[src/ipvm_pkg.sv]
package ipvm_pkg;

  // Source count, index width and field widths of the controller slice.
  localparam int NIRQ   = 64;
  localparam int IDX_W  = 6;
  localparam int PRIO_W = 3;
  localparam int SUB_W  = 2;

  // Register byte offsets on the APB.
  localparam logic [7:0] OFF_DMA_PRIO   = 8'h00;
  localparam logic [7:0] OFF_USB_FLASH  = 8'h04;
  localparam logic [7:0] OFF_PEND_LO    = 8'h08;
  localparam logic [7:0] OFF_PEND_HI    = 8'h0c;
  localparam logic [7:0] OFF_EN_LO      = 8'h10;
  localparam logic [7:0] OFF_EN_HI      = 8'h14;
  localparam logic [7:0] OFF_CTRL       = 8'h18;
  localparam logic [7:0] OFF_CORE_STAT  = 8'h1c;
  localparam logic [7:0] OFF_EVT_STAT   = 8'h20;
  localparam logic [7:0] OFF_EVT_MASK   = 8'h24;

  // Field positions (least significant bit) inside the priority registers.
  localparam int DMA3_PRIO_LSB  = 26;
  localparam int DMA3_SUB_LSB   = 24;
  localparam int DMA2_PRIO_LSB  = 18;
  localparam int DMA2_SUB_LSB   = 16;
  localparam int DMA1_PRIO_LSB  = 10;
  localparam int DMA1_SUB_LSB   = 8;
  localparam int DMA0_PRIO_LSB  = 2;
  localparam int DMA0_SUB_LSB   = 0;
  localparam int USB_PRIO_LSB   = 10;
  localparam int USB_SUB_LSB    = 8;
  localparam int FCE_PRIO_LSB   = 2;
  localparam int FCE_SUB_LSB    = 0;

  // Implemented bits of the priority registers; the rest are reserved.
  localparam logic [31:0] DMA_PRIO_WMASK  = 32'h1f1f1f1f;
  localparam logic [31:0] USB_FLASH_WMASK = 32'h00001f1f;

  // Request numbers of the sources whose priority lives here.
  localparam int IRQ_DMA0 = 48;
  localparam int IRQ_FCE  = 56;
  localparam int IRQ_USB  = 57;

  // Control, core status and event register fields.
  localparam int MULTI_VECTOR_SELECT_BIT       = 0;
  localparam int STAT_LEVEL_LSB = 8;
  localparam int STAT_VALID_BIT = 16;
  localparam int EVT_NEW_BIT    = 1 - 1;
  localparam int EVT_DROP_BIT   = 1;
  localparam int EVT_W          = 2;

  // Values after reset and the forced vector of single-vector mode.
  localparam logic [31:0]      RST_WORD   = 32'h0000_0000;
  localparam logic [NIRQ-1:0]  RST_ARRAY  = 64'h0;
  localparam logic [IDX_W-1:0] SINGLE_VEC = 6'h00;

endpackage

[src/ipvm_arbiter.sv]
`timescale 1ns/1ps
// Picks the eligible request with the highest priority, then subpriority,
// then the lowest request number.
module ipvm_arbiter #(
  parameter int N = 64
) (
  input  wire logic [N-1:0]      eligible,
  input  wire logic [N-1:0][2:0] prio,
  input  wire logic [N-1:0][1:0] subprio,
  output logic                   win_valid,
  output logic      [5:0]        win_idx,
  output logic      [2:0]        win_prio
);

  // Running best key; only a strictly larger key displaces the holder,
  // so on a tie the lower request number stays selected.
  logic [4:0] best_key;

  always_comb begin
    best_key  = 5'h00;
    win_valid = 1'b0;
    win_idx   = 6'h00;
    win_prio  = 3'h0;
    for (int i = 0; i < N; i++) begin
      // Priority zero is excluded by the caller through eligible.
      if (eligible[i] && (!win_valid || {prio[i], subprio[i]} > best_key)) begin
        best_key  = {prio[i], subprio[i]};
        win_valid = 1'b1;
        win_idx   = 6'(i);
        win_prio  = prio[i];
      end
    end
  end

endmodule

[src/ipvm_irq_ctrl.sv]
// The address map and register access over APB are this design's own decisions.
`timescale 1ns/1ps
// Function
// - Three-bit priority, zero disables the source
// - Two-bit subpriority selects levels zero to three
// - DMA channels 3 and 2 field positions
// - DMA channels 1 and 0 field positions
// - USB and flash event field positions
// - Reserved bits written zero, read ignored
// - Requests 0 to 22 map one-to-one
// - First SPI requests share vector 23
// - First UART requests share vector 24
// - First I2C requests share vector 25
// - Change, ADC, port, comparators map to 26-30
// - Second SPI fault and transfer share 31
// - Lower request number wins equal priority
// - Request number is the array bit index
// - Requests latched each edge, enable gates arbitration
// - Present winner vector, level and shadow set
// - Single-vector mode forces vector zero
module ipvm_irq_ctrl #(
  parameter logic [2:0] FIXED_PRIO = 3'd1, // Level for sources with no priority field here.
  parameter logic [1:0] FIXED_SUB  = 2'd0  // Subpriority for those sources.
) (
  input  wire logic        pclk,
  input  wire logic        presetn,
  input  wire logic        psel,
  input  wire logic        penable,
  input  wire logic        pwrite,
  input  wire logic [7:0]  paddr,
  input  wire logic [31:0] pwdata,
  input  wire logic [3:0]  pstrb,
  output logic      [31:0] prdata,
  output logic             pready,
  output logic             pslverr,
  input  wire logic [63:0] irq_req,
  output logic      [5:0]  core_vec,
  output logic      [2:0]  core_level,
  output logic             core_shadow,
  output logic             core_valid,
  output logic             irq_out
);

  localparam int N = ipvm_pkg::NIRQ;

  // Stored registers.
  logic [31:0]                  dma_prio_q;      // DMA channel priority word.
  logic [31:0]                  usb_flash_q;     // USB and flash event priority word.
  logic [N-1:0]                 pend_q;          // Pending flag array.
  logic [N-1:0]                 en_q;            // Source enable array.
  logic                         multi_vector_select_q;          // Multi-vector select.
  logic [ipvm_pkg::EVT_W-1:0]   evt_stat_q;      // Sticky event bits.
  logic [ipvm_pkg::EVT_W-1:0]   evt_mask_q;      // Event mask.
  logic [31:0]                  prdata_q;        // Read data held for the access phase.
  logic                         pready_q;        // High during the single access cycle.
  logic                         pslverr_q;       // Error answer for unmapped offsets.
  logic [5:0]                   core_vec_q;      // Presented vector number.
  logic [2:0]                   core_level_q;    // Presented priority level.
  logic                         core_shadow_q;   // Presented shadow set.
  logic                         core_valid_q;    // A request is being presented.
  logic [5:0]                   core_irq_q;      // Request number behind the presentation.
  logic                         irq_out_q;       // Event interrupt line.

  // Bus decode.
  logic        setup_ph;      // Setup cycle of a transfer.
  logic        acc_done;      // Edge at which the transfer completes.
  logic        wr_done;       // Completing write.
  logic        rd_done;       // Completing read.
  logic        addr_hit;      // Offset is mapped.
  logic [31:0] rd_word;       // Read value for the current offset.

  // Per-source priority view and arbitration.
  logic [N-1:0][2:0] prio_arr;
  logic [N-1:0][1:0] sub_arr;
  logic [N-1:0]      eligible;
  logic [N-1:0]      prio_zero;  // Source has a zero level and is disabled.
  logic [N-1:0]      pend_clr;
  logic              win_valid;
  logic [5:0]        win_idx;
  logic [2:0]        win_prio;
  logic [5:0]        mapped_vec;
  logic [ipvm_pkg::EVT_W-1:0] evt_set;

  // Merges written bytes into a stored word under the byte strobes.
  function automatic logic [31:0] merge_bytes(input logic [31:0] old_w, input logic [31:0] new_w,
                                              input logic [3:0] strb);
    logic [31:0] res;
    res = old_w;
    for (int b = 0; b < 4; b++) begin
      if (strb[b]) begin
        res[b*8 +: 8] = new_w[b*8 +: 8];
      end
    end
    return res;
  endfunction

  // Pulls a three-bit priority field out of a register word.
  function automatic logic [2:0] prio_field(input logic [31:0] w, input int lsb);
    return w[lsb +: 3];
  endfunction

  // Pulls a two-bit subpriority field out of a register word.
  function automatic logic [1:0] sub_field(input logic [31:0] w, input int lsb);
    return w[lsb +: 2];
  endfunction

  // A transfer completes one cycle after its setup cycle.
  assign setup_ph = psel && !penable;
  assign acc_done = psel && penable && pready_q;
  assign wr_done  = acc_done && pwrite;
  assign rd_done  = acc_done && !pwrite;

  // Offset decode and read multiplexer; reserved bits read as zero.
  always_comb begin
    addr_hit = 1'b1;
    rd_word  = 32'h0000_0000;
    unique case (paddr)
      ipvm_pkg::OFF_DMA_PRIO:  rd_word = dma_prio_q & ipvm_pkg::DMA_PRIO_WMASK;
      ipvm_pkg::OFF_USB_FLASH: rd_word = usb_flash_q & ipvm_pkg::USB_FLASH_WMASK;
      ipvm_pkg::OFF_PEND_LO:   rd_word = pend_q[31:0];
      ipvm_pkg::OFF_PEND_HI:   rd_word = pend_q[63:32];
      ipvm_pkg::OFF_EN_LO:     rd_word = en_q[31:0];
      ipvm_pkg::OFF_EN_HI:     rd_word = en_q[63:32];
      ipvm_pkg::OFF_CTRL:      rd_word[ipvm_pkg::MULTI_VECTOR_SELECT_BIT] = multi_vector_select_q;
      ipvm_pkg::OFF_CORE_STAT: begin
        rd_word[5:0] = core_vec_q;
        rd_word[ipvm_pkg::STAT_LEVEL_LSB +: 3] = core_level_q;
        rd_word[ipvm_pkg::STAT_VALID_BIT] = core_valid_q;
      end
      ipvm_pkg::OFF_EVT_STAT:  rd_word[ipvm_pkg::EVT_W-1:0] = evt_stat_q;
      ipvm_pkg::OFF_EVT_MASK:  rd_word[ipvm_pkg::EVT_W-1:0] = evt_mask_q;
      default: begin
        // Unmapped offsets answer with an error and zero data.
        addr_hit = 1'b0;
      end
    endcase
  end

  // Access phase timing: answer data and ready are registered in setup.
  always_ff @(posedge pclk or negedge presetn) begin
    if (!presetn) begin
      pready_q  <= 1'b0;
      prdata_q  <= ipvm_pkg::RST_WORD;
      pslverr_q <= 1'b0;
    end else begin
      pready_q  <= setup_ph;
      prdata_q  <= (setup_ph && !pwrite) ? rd_word : ipvm_pkg::RST_WORD;
      pslverr_q <= setup_ph && !addr_hit;
    end
  end

  // Priority registers; only implemented fields are stored, reset to zero.
  always_ff @(posedge pclk or negedge presetn) begin
    if (!presetn) begin
      dma_prio_q  <= ipvm_pkg::RST_WORD;
      usb_flash_q <= ipvm_pkg::RST_WORD;
    end else if (wr_done) begin
      if (paddr == ipvm_pkg::OFF_DMA_PRIO) begin
        dma_prio_q <= merge_bytes(dma_prio_q, pwdata, pstrb) & ipvm_pkg::DMA_PRIO_WMASK;
      end
      if (paddr == ipvm_pkg::OFF_USB_FLASH) begin
        usb_flash_q <= merge_bytes(usb_flash_q, pwdata, pstrb) & ipvm_pkg::USB_FLASH_WMASK;
      end
    end
  end

  // Enable array and mode control.
  always_ff @(posedge pclk or negedge presetn) begin
    if (!presetn) begin
      en_q       <= ipvm_pkg::RST_ARRAY;
      multi_vector_select_q     <= 1'b0;
      evt_mask_q <= '0;
    end else if (wr_done) begin
      if (paddr == ipvm_pkg::OFF_EN_LO) begin
        en_q[31:0] <= merge_bytes(en_q[31:0], pwdata, pstrb);
      end
      if (paddr == ipvm_pkg::OFF_EN_HI) begin
        en_q[63:32] <= merge_bytes(en_q[63:32], pwdata, pstrb);
      end
      if (paddr == ipvm_pkg::OFF_CTRL && pstrb[0]) begin
        multi_vector_select_q <= pwdata[ipvm_pkg::MULTI_VECTOR_SELECT_BIT];
      end
      if (paddr == ipvm_pkg::OFF_EVT_MASK && pstrb[0]) begin
        evt_mask_q <= pwdata[ipvm_pkg::EVT_W-1:0];
      end
    end
  end

  // Writing a one to a pending bit clears it.
  always_comb begin
    pend_clr = '0;
    if (wr_done && paddr == ipvm_pkg::OFF_PEND_LO) begin
      pend_clr[31:0] = merge_bytes(32'h0000_0000, pwdata, pstrb);
    end
    if (wr_done && paddr == ipvm_pkg::OFF_PEND_HI) begin
      pend_clr[63:32] = merge_bytes(32'h0000_0000, pwdata, pstrb);
    end
  end

  // Requests are latched on every edge; a new request beats a clear.
  always_ff @(posedge pclk or negedge presetn) begin
    if (!presetn) begin
      pend_q <= ipvm_pkg::RST_ARRAY;
    end else begin
      pend_q <= (pend_q & ~pend_clr) | irq_req;
    end
  end

  // Per-source priority: fields from the two registers, a fixed level elsewhere.
  always_comb begin
    for (int i = 0; i < N; i++) begin
      prio_arr[i] = FIXED_PRIO;
      sub_arr[i]  = FIXED_SUB;
    end
    prio_arr[ipvm_pkg::IRQ_DMA0 + 3] = prio_field(dma_prio_q, ipvm_pkg::DMA3_PRIO_LSB);
    sub_arr[ipvm_pkg::IRQ_DMA0 + 3]  = sub_field(dma_prio_q, ipvm_pkg::DMA3_SUB_LSB);
    prio_arr[ipvm_pkg::IRQ_DMA0 + 2] = prio_field(dma_prio_q, ipvm_pkg::DMA2_PRIO_LSB);
    sub_arr[ipvm_pkg::IRQ_DMA0 + 2]  = sub_field(dma_prio_q, ipvm_pkg::DMA2_SUB_LSB);
    prio_arr[ipvm_pkg::IRQ_DMA0 + 1] = prio_field(dma_prio_q, ipvm_pkg::DMA1_PRIO_LSB);
    sub_arr[ipvm_pkg::IRQ_DMA0 + 1]  = sub_field(dma_prio_q, ipvm_pkg::DMA1_SUB_LSB);
    prio_arr[ipvm_pkg::IRQ_DMA0]     = prio_field(dma_prio_q, ipvm_pkg::DMA0_PRIO_LSB);
    sub_arr[ipvm_pkg::IRQ_DMA0]      = sub_field(dma_prio_q, ipvm_pkg::DMA0_SUB_LSB);
    prio_arr[ipvm_pkg::IRQ_USB]      = prio_field(usb_flash_q, ipvm_pkg::USB_PRIO_LSB);
    sub_arr[ipvm_pkg::IRQ_USB]       = sub_field(usb_flash_q, ipvm_pkg::USB_SUB_LSB);
    prio_arr[ipvm_pkg::IRQ_FCE]      = prio_field(usb_flash_q, ipvm_pkg::FCE_PRIO_LSB);
    sub_arr[ipvm_pkg::IRQ_FCE]       = sub_field(usb_flash_q, ipvm_pkg::FCE_SUB_LSB);
  end

  // A source competes only when pending, enabled and given a nonzero level.
  always_comb begin
    for (int i = 0; i < N; i++) begin
      prio_zero[i] = (prio_arr[i] == 3'h0);
      eligible[i]  = pend_q[i] && en_q[i] && !prio_zero[i];
    end
  end

  // Choose the winner among eligible sources.
  ipvm_arbiter #(
    .N (N)
  ) u_arb (
    .eligible  (eligible),
    .prio      (prio_arr),
    .subprio   (sub_arr),
    .win_valid (win_valid),
    .win_idx   (win_idx),
    .win_prio  (win_prio)
  );

  // Translate the winning request number into its shared vector.
  ipvm_vector_map u_map (
    .irq_num (win_idx),
    .vec_num (mapped_vec)
  );

  // Presentation to the core; single-vector mode sends vector zero.
  always_ff @(posedge pclk or negedge presetn) begin
    if (!presetn) begin
      core_vec_q    <= ipvm_pkg::SINGLE_VEC;
      core_level_q  <= 3'h0;
      core_shadow_q <= 1'b0;
      core_valid_q  <= 1'b0;
      core_irq_q    <= 6'h00;
    end else begin
      core_valid_q  <= win_valid;
      core_irq_q    <= win_valid ? win_idx : 6'h00;
      core_level_q  <= win_valid ? win_prio : 3'h0;
      core_vec_q    <= (win_valid && multi_vector_select_q) ? mapped_vec : ipvm_pkg::SINGLE_VEC;
      // Level 7 takes the dedicated set in multi-vector mode, every level in single.
      core_shadow_q <= win_valid && (!multi_vector_select_q || win_prio == 3'h7);
    end
  end

  // Events: a new request is presented, or a request hits a zero-level source.
  always_comb begin
    evt_set = '0;
    evt_set[ipvm_pkg::EVT_NEW_BIT]  = win_valid && (!core_valid_q || win_idx != core_irq_q);
    evt_set[ipvm_pkg::EVT_DROP_BIT] = |(irq_req & en_q & prio_zero & ~pend_q);
  end

  // Sticky event bits, cleared by a read; a set in the same cycle wins.
  always_ff @(posedge pclk or negedge presetn) begin
    if (!presetn) begin
      evt_stat_q <= '0;
    end else if (rd_done && paddr == ipvm_pkg::OFF_EVT_STAT) begin
      // Only the bits handed out by this read are cleared, so an event that
      // arrived after the read data was captured is not lost.
      evt_stat_q <= (evt_stat_q & ~prdata_q[ipvm_pkg::EVT_W-1:0]) | evt_set;
    end else begin
      evt_stat_q <= evt_stat_q | evt_set;
    end
  end

  // Interrupt line follows the unmasked sticky bits.
  always_ff @(posedge pclk or negedge presetn) begin
    if (!presetn) begin
      irq_out_q <= 1'b0;
    end else begin
      irq_out_q <= |(evt_stat_q & evt_mask_q);
    end
  end

  // All outputs come straight from registers.
  assign prdata      = prdata_q;
  assign pready      = pready_q;
  assign pslverr     = pslverr_q;
  assign core_vec    = core_vec_q;
  assign core_level  = core_level_q;
  assign core_shadow = core_shadow_q;
  assign core_valid  = core_valid_q;
  assign irq_out     = irq_out_q;

endmodule

[src/ipvm_vector_map.sv]
`timescale 1ns/1ps
// Maps the winning request number onto the vector number that the core sees.
module ipvm_vector_map (
  input  wire logic [5:0] irq_num,
  output logic      [5:0] vec_num
);

  // Several requests share one vector; unlisted numbers fall back to zero.
  always_comb begin
    unique case (irq_num) inside
      [6'd0:6'd22]:  vec_num = irq_num;
      [6'd23:6'd25]: vec_num = 6'd23;
      [6'd26:6'd28]: vec_num = 6'd24;
      [6'd29:6'd31]: vec_num = 6'd25;
      [6'd32:6'd36]: vec_num = irq_num - 6'd6;
      [6'd37:6'd39]: vec_num = 6'd31;
      [6'd40:6'd42]: vec_num = 6'd32;                  // Second UART group.
      [6'd43:6'd45]: vec_num = 6'd33;                  // Second I2C group.
      [6'd46:6'd51]: vec_num = irq_num - 6'd12;        // Clock monitor, RTC, DMA.
      [6'd56:6'd57]: vec_num = irq_num - 6'd12;        // Flash event and USB.
      default:       vec_num = 6'h00;                  // Reserved request numbers.
    endcase
  end

endmodule

[config.mk]
export PLATFORM = sky130hd
export DESIGN_NAME = ipvm_irq_ctrl
export DESIGN_NICKNAME = d
export VERILOG_FILES = /design/src/ipvm_pkg.sv /design/src/ipvm_arbiter.sv /design/src/ipvm_irq_ctrl.sv /design/src/ipvm_vector_map.sv
export SDC_FILE = /design/constraint.sdc
export NUM_CORES = 1
export LEC_CHECK = 0
export BUFFER_PORTS_ARGS = -buffer_cell sky130_fd_sc_hd__buf_2
export CORE_MARGIN = 2
export CORE_UTILIZATION = 57
export CTS_CLUSTER_DIAMETER = 40
export DETAILED_ROUTE_END_ITERATION = 10
export PLACE_DENSITY = 0.87
export SETUP_SLACK_MARGIN = 0.05
export SYNTH_ARGS = -nofsm -noshare
export SYNTH_HDL_FRONTEND = slang
export SYNTH_SLANG_ARGS = --single-unit
[constraint.sdc]
create_clock -name pclk -period 20.9 [get_ports pclk]
set_clock_uncertainty 0.1 [all_clocks]
set_input_delay 3.135 -clock pclk [delete_from_list [all_inputs] [get_ports pclk]]
set_output_delay 3.135 -clock pclk [all_outputs]
set_load 0.01 [all_outputs]
==> results.tsv, run 1 <==
metric	value	unit
reg2reg start	pend_q[20]	
worst slew margin relative to its limit	23.6	%
Worst Hold Class	reg2reg	
Crit. Startpoint	pend_q[20]	
root buffer cell	clkbuf_16	
largest net degree at the start of global routing	136	
power after layout	0.993	mW
Cells after Synth	1147	
vias after detailed routing	10900	
Worst Reg-to-Reg Cells	55	
worst skew pair latency	0.54	ns
# H-tree levels	1	
Largest stage delay, worst path	0.62	ns
nets@finish	1462	
Period Utilization, post-route	67.9	%
highest routed layer	met4	
HP Start	pend_q[62]	
Pins Over Slew Limit	0	
grt total ovfl	0	
post-synth top area share	45.5	%
Hold-fix buffers, CTS	0	
Synth area leader	dfrtp_1	
main flop type after synthesis	dfrtp_1	
CTS max path bufs	3	
hold depth	1	
CTS Sinks	215	
unrepaired setup endpoints after global routing	no	
ant diodes	0	
vias in the first global route	10700	
buffer count from post-CTS setup fixing	0	
clk slew on worst S/H paths	0.06	ns
crit path max fanout	19	
Die Footprint	0.0219	mm^2
Least-Margin Pin Slew	1.14	ns
IO Pins	159	
Final Hold Fails	0	
Mapped Avg Cell Area	10.3	um^2
Die Ht	148	um
Seq/Total Area, Yosys	45.5	%
area of the core	0.0203	mm^2
Leak	6.20	nW
initial antenna violation count	0	
Die Wd	148	um
Post-synth EDFFs	0	
Fmax	70.5	MHz
commonest non-fill, non-tap cell in the layout	dfrtp_1	
Layout Utilization	68.6	%
CP startpoint kind	flop	
setup TNS	0	ns
outcome	complete, no violations	
final wirelength	38.5	mm
# port buffers	158	
critical path type	reg2reg	
Cells after DPL	1554	
All-Layer GR Usage	35.0	%
first-pass GRT wire length	60.2	mm
Seq cells post-synth	215	
Yosys warnings	0	
met2 routed WL	18.0	mm
Placed Instance Area	0.0129	mm^2
Power Density	71.3	mW/mm^2
Syn Nets	1294	
Max VDD drop	0.0000639	V
Post-Layout Cell Count	1605	
M1 WL	15.1	mm
met3 wire len	3.83	mm
GPL Wtd Cong	1.03	
CTS Buf Count	29	
unique cell type count in the Yosys netlist	79	
Vias/cell	6.80	
TritonCTS clock tree	yes	
commonest non-fill, non-tap cells in the layout	215 x dfrtp_1, 170 x nand2_1, 157 x buf_2, 103 x mux2_2, 67 x a21o_1	
# setup viols final	0	
crit end category	flop	
cell area after layout	0.0139	mm^2
Async S/R FF share, synth	100	%
DR pass1 iterations	6	
CP max stage cell	or4_4	
hpwl dp	27.7	mm
Worst EP required	21.21	ns
Cell Area, Synth	0.0118	mm^2
Starting Density	58.2	%
Top cell by count, worst path	ha_1	
PostCTS Resize Cnt	0	
Iter 0 DRT Violations	1477	
Area Overhead vs Synth	17.8	%
crit path time final	14.19	ns
layout cells sized above 1	26.2	%
Worst Path Arrival	14.49	ns
Post-DRT Antenna Nets	0	
# DRC	0	
Max Cap Viol	0	
drt wl/cell	24.0	um
top cells by area, synth	dfrtp_1 46%, mux2_2 9.8%, nand2_1 5.4%, a21o_1 4.3%, ha_1 3.6%	
FP Rows	52	
[routing by layer]
metal / up-vias / GRT usage [%]
met5: - / 0
met4: 0 / 13.3
met3: 126 / 6.94
met2: 710 / 56.3
met1: 5302 / 47.4
li1: 4771 / -
[kinds of logic after synthesis]
group           Yosys count  share of synthesized area, %
compound gates          351                          22.6
xor+xnor                  8                         0.593
fa+ha+maj                34                          3.60
mux                     108                          10.2
buf+inv                  66                          2.26
simple gates            365                          15.1
flops                   215                          45.5
[worst max-delay path: cells and delay by family, from the launching register on]
kind	cells	cell delay, ns
compound gates	28	7.08
fa+ha+maj	7	1.90
buf+inv	5	0.56
flops	1	0.43
mux	3	1.19
simple gates	12	2.70
[layout make-up]
type	instances	area, um^2
Inverter	31	119
Multi-Input combinational cell	866	6180
Sequential cell	215	5380
Fill cell	1547	6380
Clock inverter	20	256
Timing Repair Buffer	172	906
Clock buffer	31	743
Tap cell	270	338
[synth_stat cells, drive strengths merged, types with 16 or more instances]
library cell    n
nand3          28
nor2           50
nand4          16
a222oi         40
clkbuf         30
a22oi          46
ha             34
o21ai          25
inv            31
a21o           67
a21oi          52
mux2          103
nand2         170
dfrtp         215
[through the flow]
step                worst slack [ns]  hold slack [ns]
floorplan                       8.53            0.370
global placement                7.44            0.393
detailed placement              6.99            0.407
CTS                             6.96            0.418
global route                    5.63            0.456
finish                          6.71            0.423
[state kept, by name, summed over array words and instances (netlist names)]
signal / cells
en_q: 64
pend_q: 64
prdata: 32
dma_prio_q: 20
usb_flash_q: 10
core_irq_q: 6
core_vec: 6
core_level: 3
evt_mask_q: 2
evt_stat_q: 2
core_shadow: 1
core_valid: 1
irq_out: 1
multi_vector_select_q: 1
pready: 1
pslverr: 1
[report_power, final]
part	internal, mW	total (mW)	leakage (nW)	switching, mW
logic	0.0209	0.0602	3.05	0.0392
clock network	0.312	0.511	0.484	0.199
registers	0.419	0.422	2.66	0.00249
total	0.752	0.993	6.20	0.241
[worst paths after layout]
check | slack (ns) | end
worst max register to register | 6.71 | core_vec[4]
worst min register to register | 0.42 | pend_q[62]
min in group asynchronous | 2.58 | en_q[29]
max in group asynchronous | 16.54 | core_irq_q[3]
worst min-delay path | 0.42 | pend_q[62]
worst max-delay path | 6.71 | core_vec[4]
Note: power is estimated with default switching activity, not from simulation.
==> run 2: changes to the inputs <==
--- a/config.mk
+++ b/config.mk
@@ -7,10 +7,10 @@
 export LEC_CHECK = 0
 export BUFFER_PORTS_ARGS = -buffer_cell sky130_fd_sc_hd__buf_2
 export CORE_MARGIN = 2
-export CORE_UTILIZATION = 57
+export CORE_UTILIZATION = 53
 export CTS_CLUSTER_DIAMETER = 40
 export DETAILED_ROUTE_END_ITERATION = 10
-export PLACE_DENSITY = 0.87
+export PLACE_DENSITY = 0.85
 export SETUP_SLACK_MARGIN = 0.05
 export SYNTH_ARGS = -nofsm -noshare
 export SYNTH_HDL_FRONTEND = slang
==> constraint.sdc (replaced) <==
create_clock -name pclk -period 12.6 [get_ports pclk]
set_clock_uncertainty 0.1 [all_clocks]
set_input_delay 1.89 -clock pclk [delete_from_list [all_inputs] [get_ports pclk]]
set_output_delay 1.89 -clock pclk [all_outputs]
set_load 0.01 [all_outputs]
==> run 2 against run 1 <==
Global-route usage is 2.5 points lower. Clock power grew 66%. Die area rose by 7.3%. Non-clock buffer count up 41. First-iteration DRC count down 0.68%. Sequential power up 66%. Maximum frequency is 17% higher. Final cell count rose by 3.2%. Setup slack got worse by 6.2 ns. Critical endpoint is now core_vec[3]. Largest cell class unchanged.
==> results.tsv, run 2 (synthesized netlist as in run 1, its figures left out) <==
metric	value	unit	change
vias after detailed routing	11200		+2.4%
R2R Path End	core_vec[3]		
Post-DRT Antenna Nets	0		unchanged
Hold-fix buffers, CTS	0		unchanged
# DRC	0		unchanged
initial antenna violation count	1		+1
layout cells sized above 1	29.4	%	+3.2 points
hold depth	1		unchanged
commonest non-fill, non-tap cells in the layout	214 x dfrtp_1, 170 x nand2_1, 157 x buf_2, 103 x mux2_2, 67 x a21o_1		
Leak	6.42	nW	+3.7%
Max Cap Viol	0		unchanged
Critical path buffers and inverters	6		+1
Final Hold Fails	0		unchanged
Period Utilization, post-route	95.9	%	+28 points
Die Wd	153	um	+3.6%
Least-Margin Pin Slew	1.15	ns	+0.00886 ns
worst skew pair latency	0.54	ns	about the same
root buffer cell	clkbuf_16		
CP max stage cell	or4_4		
ant diodes	0		unchanged
Worst EP required	12.91	ns	-8.30 ns
IO Pins	159		unchanged
WHS Endpoint	pend_q[62]		
largest net degree at the start of global routing	77		-43%
CTS max path bufs	3		unchanged
final wirelength	39.2	mm	+1.9%
GPL Wtd Cong	1.04		+0.62%
Worst Reg-to-Reg Cells	56		+1.8%
Vias/cell	6.74		-0.86%
clk slew on worst S/H paths	0.06	ns	about the same
Hold Slack	0.431	ns	+0.00748 ns
CP startpoint kind	flop		
Iter 0 DRT Violations	1467		-0.68%
crit path max fanout	11		-8
Die Footprint	0.0235	mm^2	+7.3%
hpwl dp	28.3	mm	+2.4%
Crit. Startpoint	en_q[20]		
# port buffers	158		unchanged
crit end category	flop		
area of the core	0.0218	mm^2	+7.5%
Power Density	115	mW/mm^2	+62%
CTS Sinks	215		unchanged
first-pass GRT wire length	60.7	mm	+0.70%
DR pass1 iterations	6		unchanged
drt wl/cell	23.7	um	-1.3%
# H-tree levels	1		unchanged
TritonCTS clock tree	yes		
Reg2Reg Setup Slack	0.51	ns	-6.20 ns
Worst Path Arrival	12.40	ns	-2.09 ns
Starting Density	54.1	%	-4.1 points
HP Start	pend_q[62]		
critical path type	reg2reg		
reg2reg start	en_q[20]		
# setup viols final	0		unchanged
Pins Over Slew Limit	0		unchanged
outcome	complete, no violations		
grt total ovfl	0		unchanged
vias in the first global route	11000		+2.1%
worst slew margin relative to its limit	23.0	%	-0.59 points
FP Rows	54		+3.8%
Max VDD drop	0.000114	V	+78%
setup slack after layout	0.510	ns	-6.20 ns
Die Ht	153	um	+3.6%
Top cell by count, worst path	ha_1		
Worst Hold Class	reg2reg		
nets@finish	1502		+2.7%
All-Layer GR Usage	32.5	%	-2.5 points
crit path time final	12.09	ns	-2.10 ns
Largest stage delay, worst path	0.63	ns	about the same
Top Family by Delay on Critical Path	compound AO/OA/AOI/OAI gates		
dpl ws	0.0690	ns	-6.92 ns
Fmax	82.7	MHz	+17%
CTS Buf Count	28		-3.4%
Area Overhead vs Synth	21.3	%	
power after layout	1.65	mW	+67%
commonest non-fill, non-tap cell in the layout	dfrtp_1		
run 2: cell count changes in the layout (fill, tap and decap cells not counted), sizes merged:
cell and change:
buf +41, clkbuf +2, clkinvlp -2, inv +1
run 2: how the worst max path moves through the flow:
stage	to	cells after the start
finish	core_vec[3]	56
global route	core_vec[3]	56
CTS	core_vec[3]	55
detailed placement	core_vec[3]	57
global placement	core_vec[3]	54
floorplan	core_vec[4]	57
run 2: through the flow:
step / std cells / instance area (um^2) / utilization (%) / setup TNS [ns]
after floorplan: 1147 / 11800 / - / 0
after global placement: 1589 / 13100 / 60.1 / 0
after detailed placement: 1589 / 13100 / 60.1 / 0
after CTS: 1643 / 14100 / 64.8 / 0
after global routing: 1657 / 14300 / 65.7 / -0.0533
final: 1657 / 14300 / 65.7 / 0
run 2: routing by layer:
layer  up-vias  track usage (%)  routed length, um
met3       159             7.60               4200
met5         -                0                  0
li1       4844                -                  -
met2       742             51.4              18100
met1      5421             42.3              15000
met4         0             15.7               1960
run 2: worst register-to-register path: cells and delay by family (launching register included):
kind	cells	cell delay (ns)
AOI/OAI and AO/OA	27	5.39
and+or+nand+nor	13	2.49
adders and majority gates	7	1.85
muxes	3	1.03
buffers and inverters	6	0.68
DFF	1	0.44
run 2: repair_timing:
action | 4_1_cts | 5_1_grt
buffers inserted | 2 | 14
gates resized for setup | 1 | 23
setup endpoints to repair | 6 | 7
pin swaps | 1 | 10
run 2: area by class of cell:
type	instances	area (um^2)
Clock buffer	33	751
Clock inverter	19	249
Fill cell	1720	7490
Inverter	31	119
Multi-Input combinational cell	866	6270
Sequential cell	215	5380
Tap cell	280	350
Timing Repair Buffer	213	1220
run 2: report_power, final:
part           leakage (nW)  total, mW  switching (mW)  internal (mW)
Clock                 0.492      0.846           0.327          0.519
Combinational          3.27      0.108          0.0678         0.0398
Sequential             2.66      0.699         0.00409          0.695
==> run 3: changes to the inputs <==
--- a/config.mk
+++ b/config.mk
@@ -7,10 +7,10 @@
 export LEC_CHECK = 0
 export BUFFER_PORTS_ARGS = -buffer_cell sky130_fd_sc_hd__buf_2
 export CORE_MARGIN = 2
-export CORE_UTILIZATION = 53
+export CORE_UTILIZATION = 30
 export CTS_CLUSTER_DIAMETER = 40
 export DETAILED_ROUTE_END_ITERATION = 10
-export PLACE_DENSITY = 0.85
+export PLACE_DENSITY = 0.57
 export SETUP_SLACK_MARGIN = 0.05
 export SYNTH_ARGS = -nofsm -noshare
 export SYNTH_HDL_FRONTEND = slang
==> run 3 against run 2 <==
Power increased by 8.7%. Sequential power barely moved. Setup slack better by 0.30 ns. Flip-flop and latch count stayed put. Clock-buffer cell count rose by 8. Critical endpoint unchanged. Combinational power about the same. Clock power increased by 17%. Core utilization shrank 27 points. Critical path depth grew 1. Non-clock buffer count is 11 higher. Largest cell class unchanged.
==> results.tsv, run 3 (synthesized netlist as in run 1, its figures left out) <==
metric	value	unit	change
CTS Buf Count	37		+32%
Leak	6.57	nW	+2.3%
gr busiest metal	met2		
# setup viols final	0		unchanged
vias in the first global route	10900		-0.37%
Worst EP required	12.89	ns	-0.02 ns
Max VDD drop	0.0000697	V	-39%
Top Family by Delay on Critical Path	compound AO/OA/AOI/OAI gates		
Iter 0 DRT Violations	1040		-29%
Layout Utilization	38.5	%	-27 points
Die Ht	202	um	+32%
sequential share of power	39.0	%	-3.3 points
FP Rows	72		+33%
Worst Path Arrival	12.08	ns	-0.32 ns
largest net degree at the start of global routing	89		+16%
CP max stage cell	or4_4		
nets@finish	1522		+1.3%
Critical path buffers and inverters	6		unchanged
Die Wd	202	um	+32%
crit path max fanout	9		-2
Die Footprint	0.0410	mm^2	+74%
Worst Hold Class	reg2reg		
CTS Sinks	215		unchanged
# DRC	0		unchanged
power after layout	1.80	mW	+8.7%
drt wl/cell	23.1	um	-2.5%
crit end category	flop		
root buffer cell	clkbuf_16		
worst slew margin relative to its limit	22.6	%	-0.44 points
Pint	1.35	mW	+7.4%
DR pass1 iterations	8		+2
worst skew pair latency	0.52	ns	-0.02 ns
final wirelength	44.3	mm	+13%
grt met3 use	4.21	%	-3.4 points
outcome	complete, no violations		
Top cell by count, worst path	ha_1		
ant diodes	0		unchanged
CP startpoint kind	flop		
Starting Density	30.5	%	-24 points
Power Density	121	mW/mm^2	+4.5%
Clk pwr share	54.9	%	+3.7 points
setup TNS	0	ns	unchanged
GPL Wtd Cong	0.941		-9.4%
clk slew on worst S/H paths	0.05	ns	about the same
Pins Over Slew Limit	0		unchanged
critical path type	reg2reg		
# port buffers	158		unchanged
Area Overhead vs Synth	26.1	%	
commonest non-fill, non-tap cells in the layout	215 x dfrtp_1, 170 x nand2_1, 157 x buf_2, 103 x mux2_2, 67 x a21o_1		
setup slack after layout	0.811	ns	+0.300 ns
first-pass GRT wire length	66.9	mm	+10%
IO Pins	159		unchanged
Vias/cell	5.62		-17%
Least-Margin Pin Slew	1.16	ns	+0.00665 ns
met1 Track Usage GR	27.6	%	-15 points
initial antenna violation count	0		-1
layout cells sized above 1	30.3	%	+0.92 points
area of the core	0.0387	mm^2	+78%
Final Hold Fails	0		unchanged
Period Utilization, post-route	93.6	%	-2.4 points
Net Sw Frac	25.0	%	+0.87 points
# H-tree levels	2		+1
hpwl dp	33.3	mm	+17%
CTS max path bufs	3		unchanged
commonest non-fill, non-tap cell in the layout	dfrtp_1		
Hold-fix buffers, CTS	0		unchanged
unrepaired setup endpoints after global routing	no		
Fmax	84.8	MHz	+2.5%
crit path time final	11.79	ns	-0.300 ns
dpl ws	0.0199	ns	-0.0491 ns
Post-DRT Antenna Nets	0		unchanged
grt total ovfl	0		unchanged
All-Layer GR Usage	21.4	%	-11 points
Switch Pwr	0.449	mW	+13%
Combinational Power Share	6.1	%	-0.4 points
Largest stage delay, worst path	0.54	ns	-0.09 ns
vias after detailed routing	10800		-3.5%
Max Cap Viol	0		unchanged
TritonCTS clock tree	yes		
GR Util met2	35.2	%	-16 points
[run 3: cell types whose count changed in the layout (fill, tap and decap cells not counted), sizes merged]
cell and delta:
clkinvlp +2, clkbuf +8, clkinv +3, bufinv -2, buf +11, inv +2
[run 3: metrics by stage]
stage          cells  hold WS [ns]  instance area [um^2]
2_1_floorplan   1147         0.370                 11800
3_3_place_gp    1849         0.392                 13600
3_5_place_dp    1849         0.398                 13600
4_1_cts         1916         0.410                 14800
5_1_grt         1919         0.435                 14900
6_report        1919         0.407                 14900
[run 3: timing repair]
item	CTS	global route
gates resized for setup	0	12
pin swaps	1	7
endpoints found under the setup margin	6	7
setup buffers	2	3
[run 3: metal layers]
| layer | vias up | wire [um] |
|---|---|---|
| met5 | - | 0 |
| li1 | 4901 | - |
| met1 | 5432 | 18800 |
| met4 | 0 | 1550 |
| met2 | 368 | 21100 |
| met3 | 78 | 2810 |
[run 3: worst paths after layout]
path                               end  startpoint  cells past startpoint  slack, ns
hold / removal              pend_q[63]  pend_q[63]                      1       0.41
max in group asynchronous    prdata[4]     presetn                      3       8.95
hold reg to reg             pend_q[63]  pend_q[63]                      1       0.41
setup reg to reg           core_vec[3]  pend_q[32]                     57       0.81
setup / recovery           core_vec[3]  pend_q[32]                     57       0.81
min in group asynchronous   prdata[29]     presetn                      1       1.27
[run 3: area by class of cell]
class | count | area [um^2]
Clock buffer | 41 | 971
Clock inverter | 24 | 248
Fill cell | 3929 | 23800
Inverter | 31 | 119
Multi-Input combinational cell | 866 | 6240
Sequential cell | 215 | 5380
Tap cell | 518 | 648
Timing Repair Buffer | 224 | 1300
[run 3: worst register-to-register path: cells and delay by family, from the launching register on]
family,cells,cell delay (ns)
DFF,1,0.45
muxes,3,1.02
buffers and inverters,6,0.53
and+or+nand+nor,14,2.44
AOI/OAI and AO/OA,27,5.35
adders and majority gates,7,1.80
[run 3: power groups by stage]
stage,sequential [mW],combinational [mW],clock (mW)
after floorplan,0.711,0.0409,0
after global placement,0.712,0.109,0
after detailed placement,0.712,0.110,0
after CTS,0.700,0.110,1.01
after global routing,0.700,0.121,1.04
final,0.700,0.110,0.987
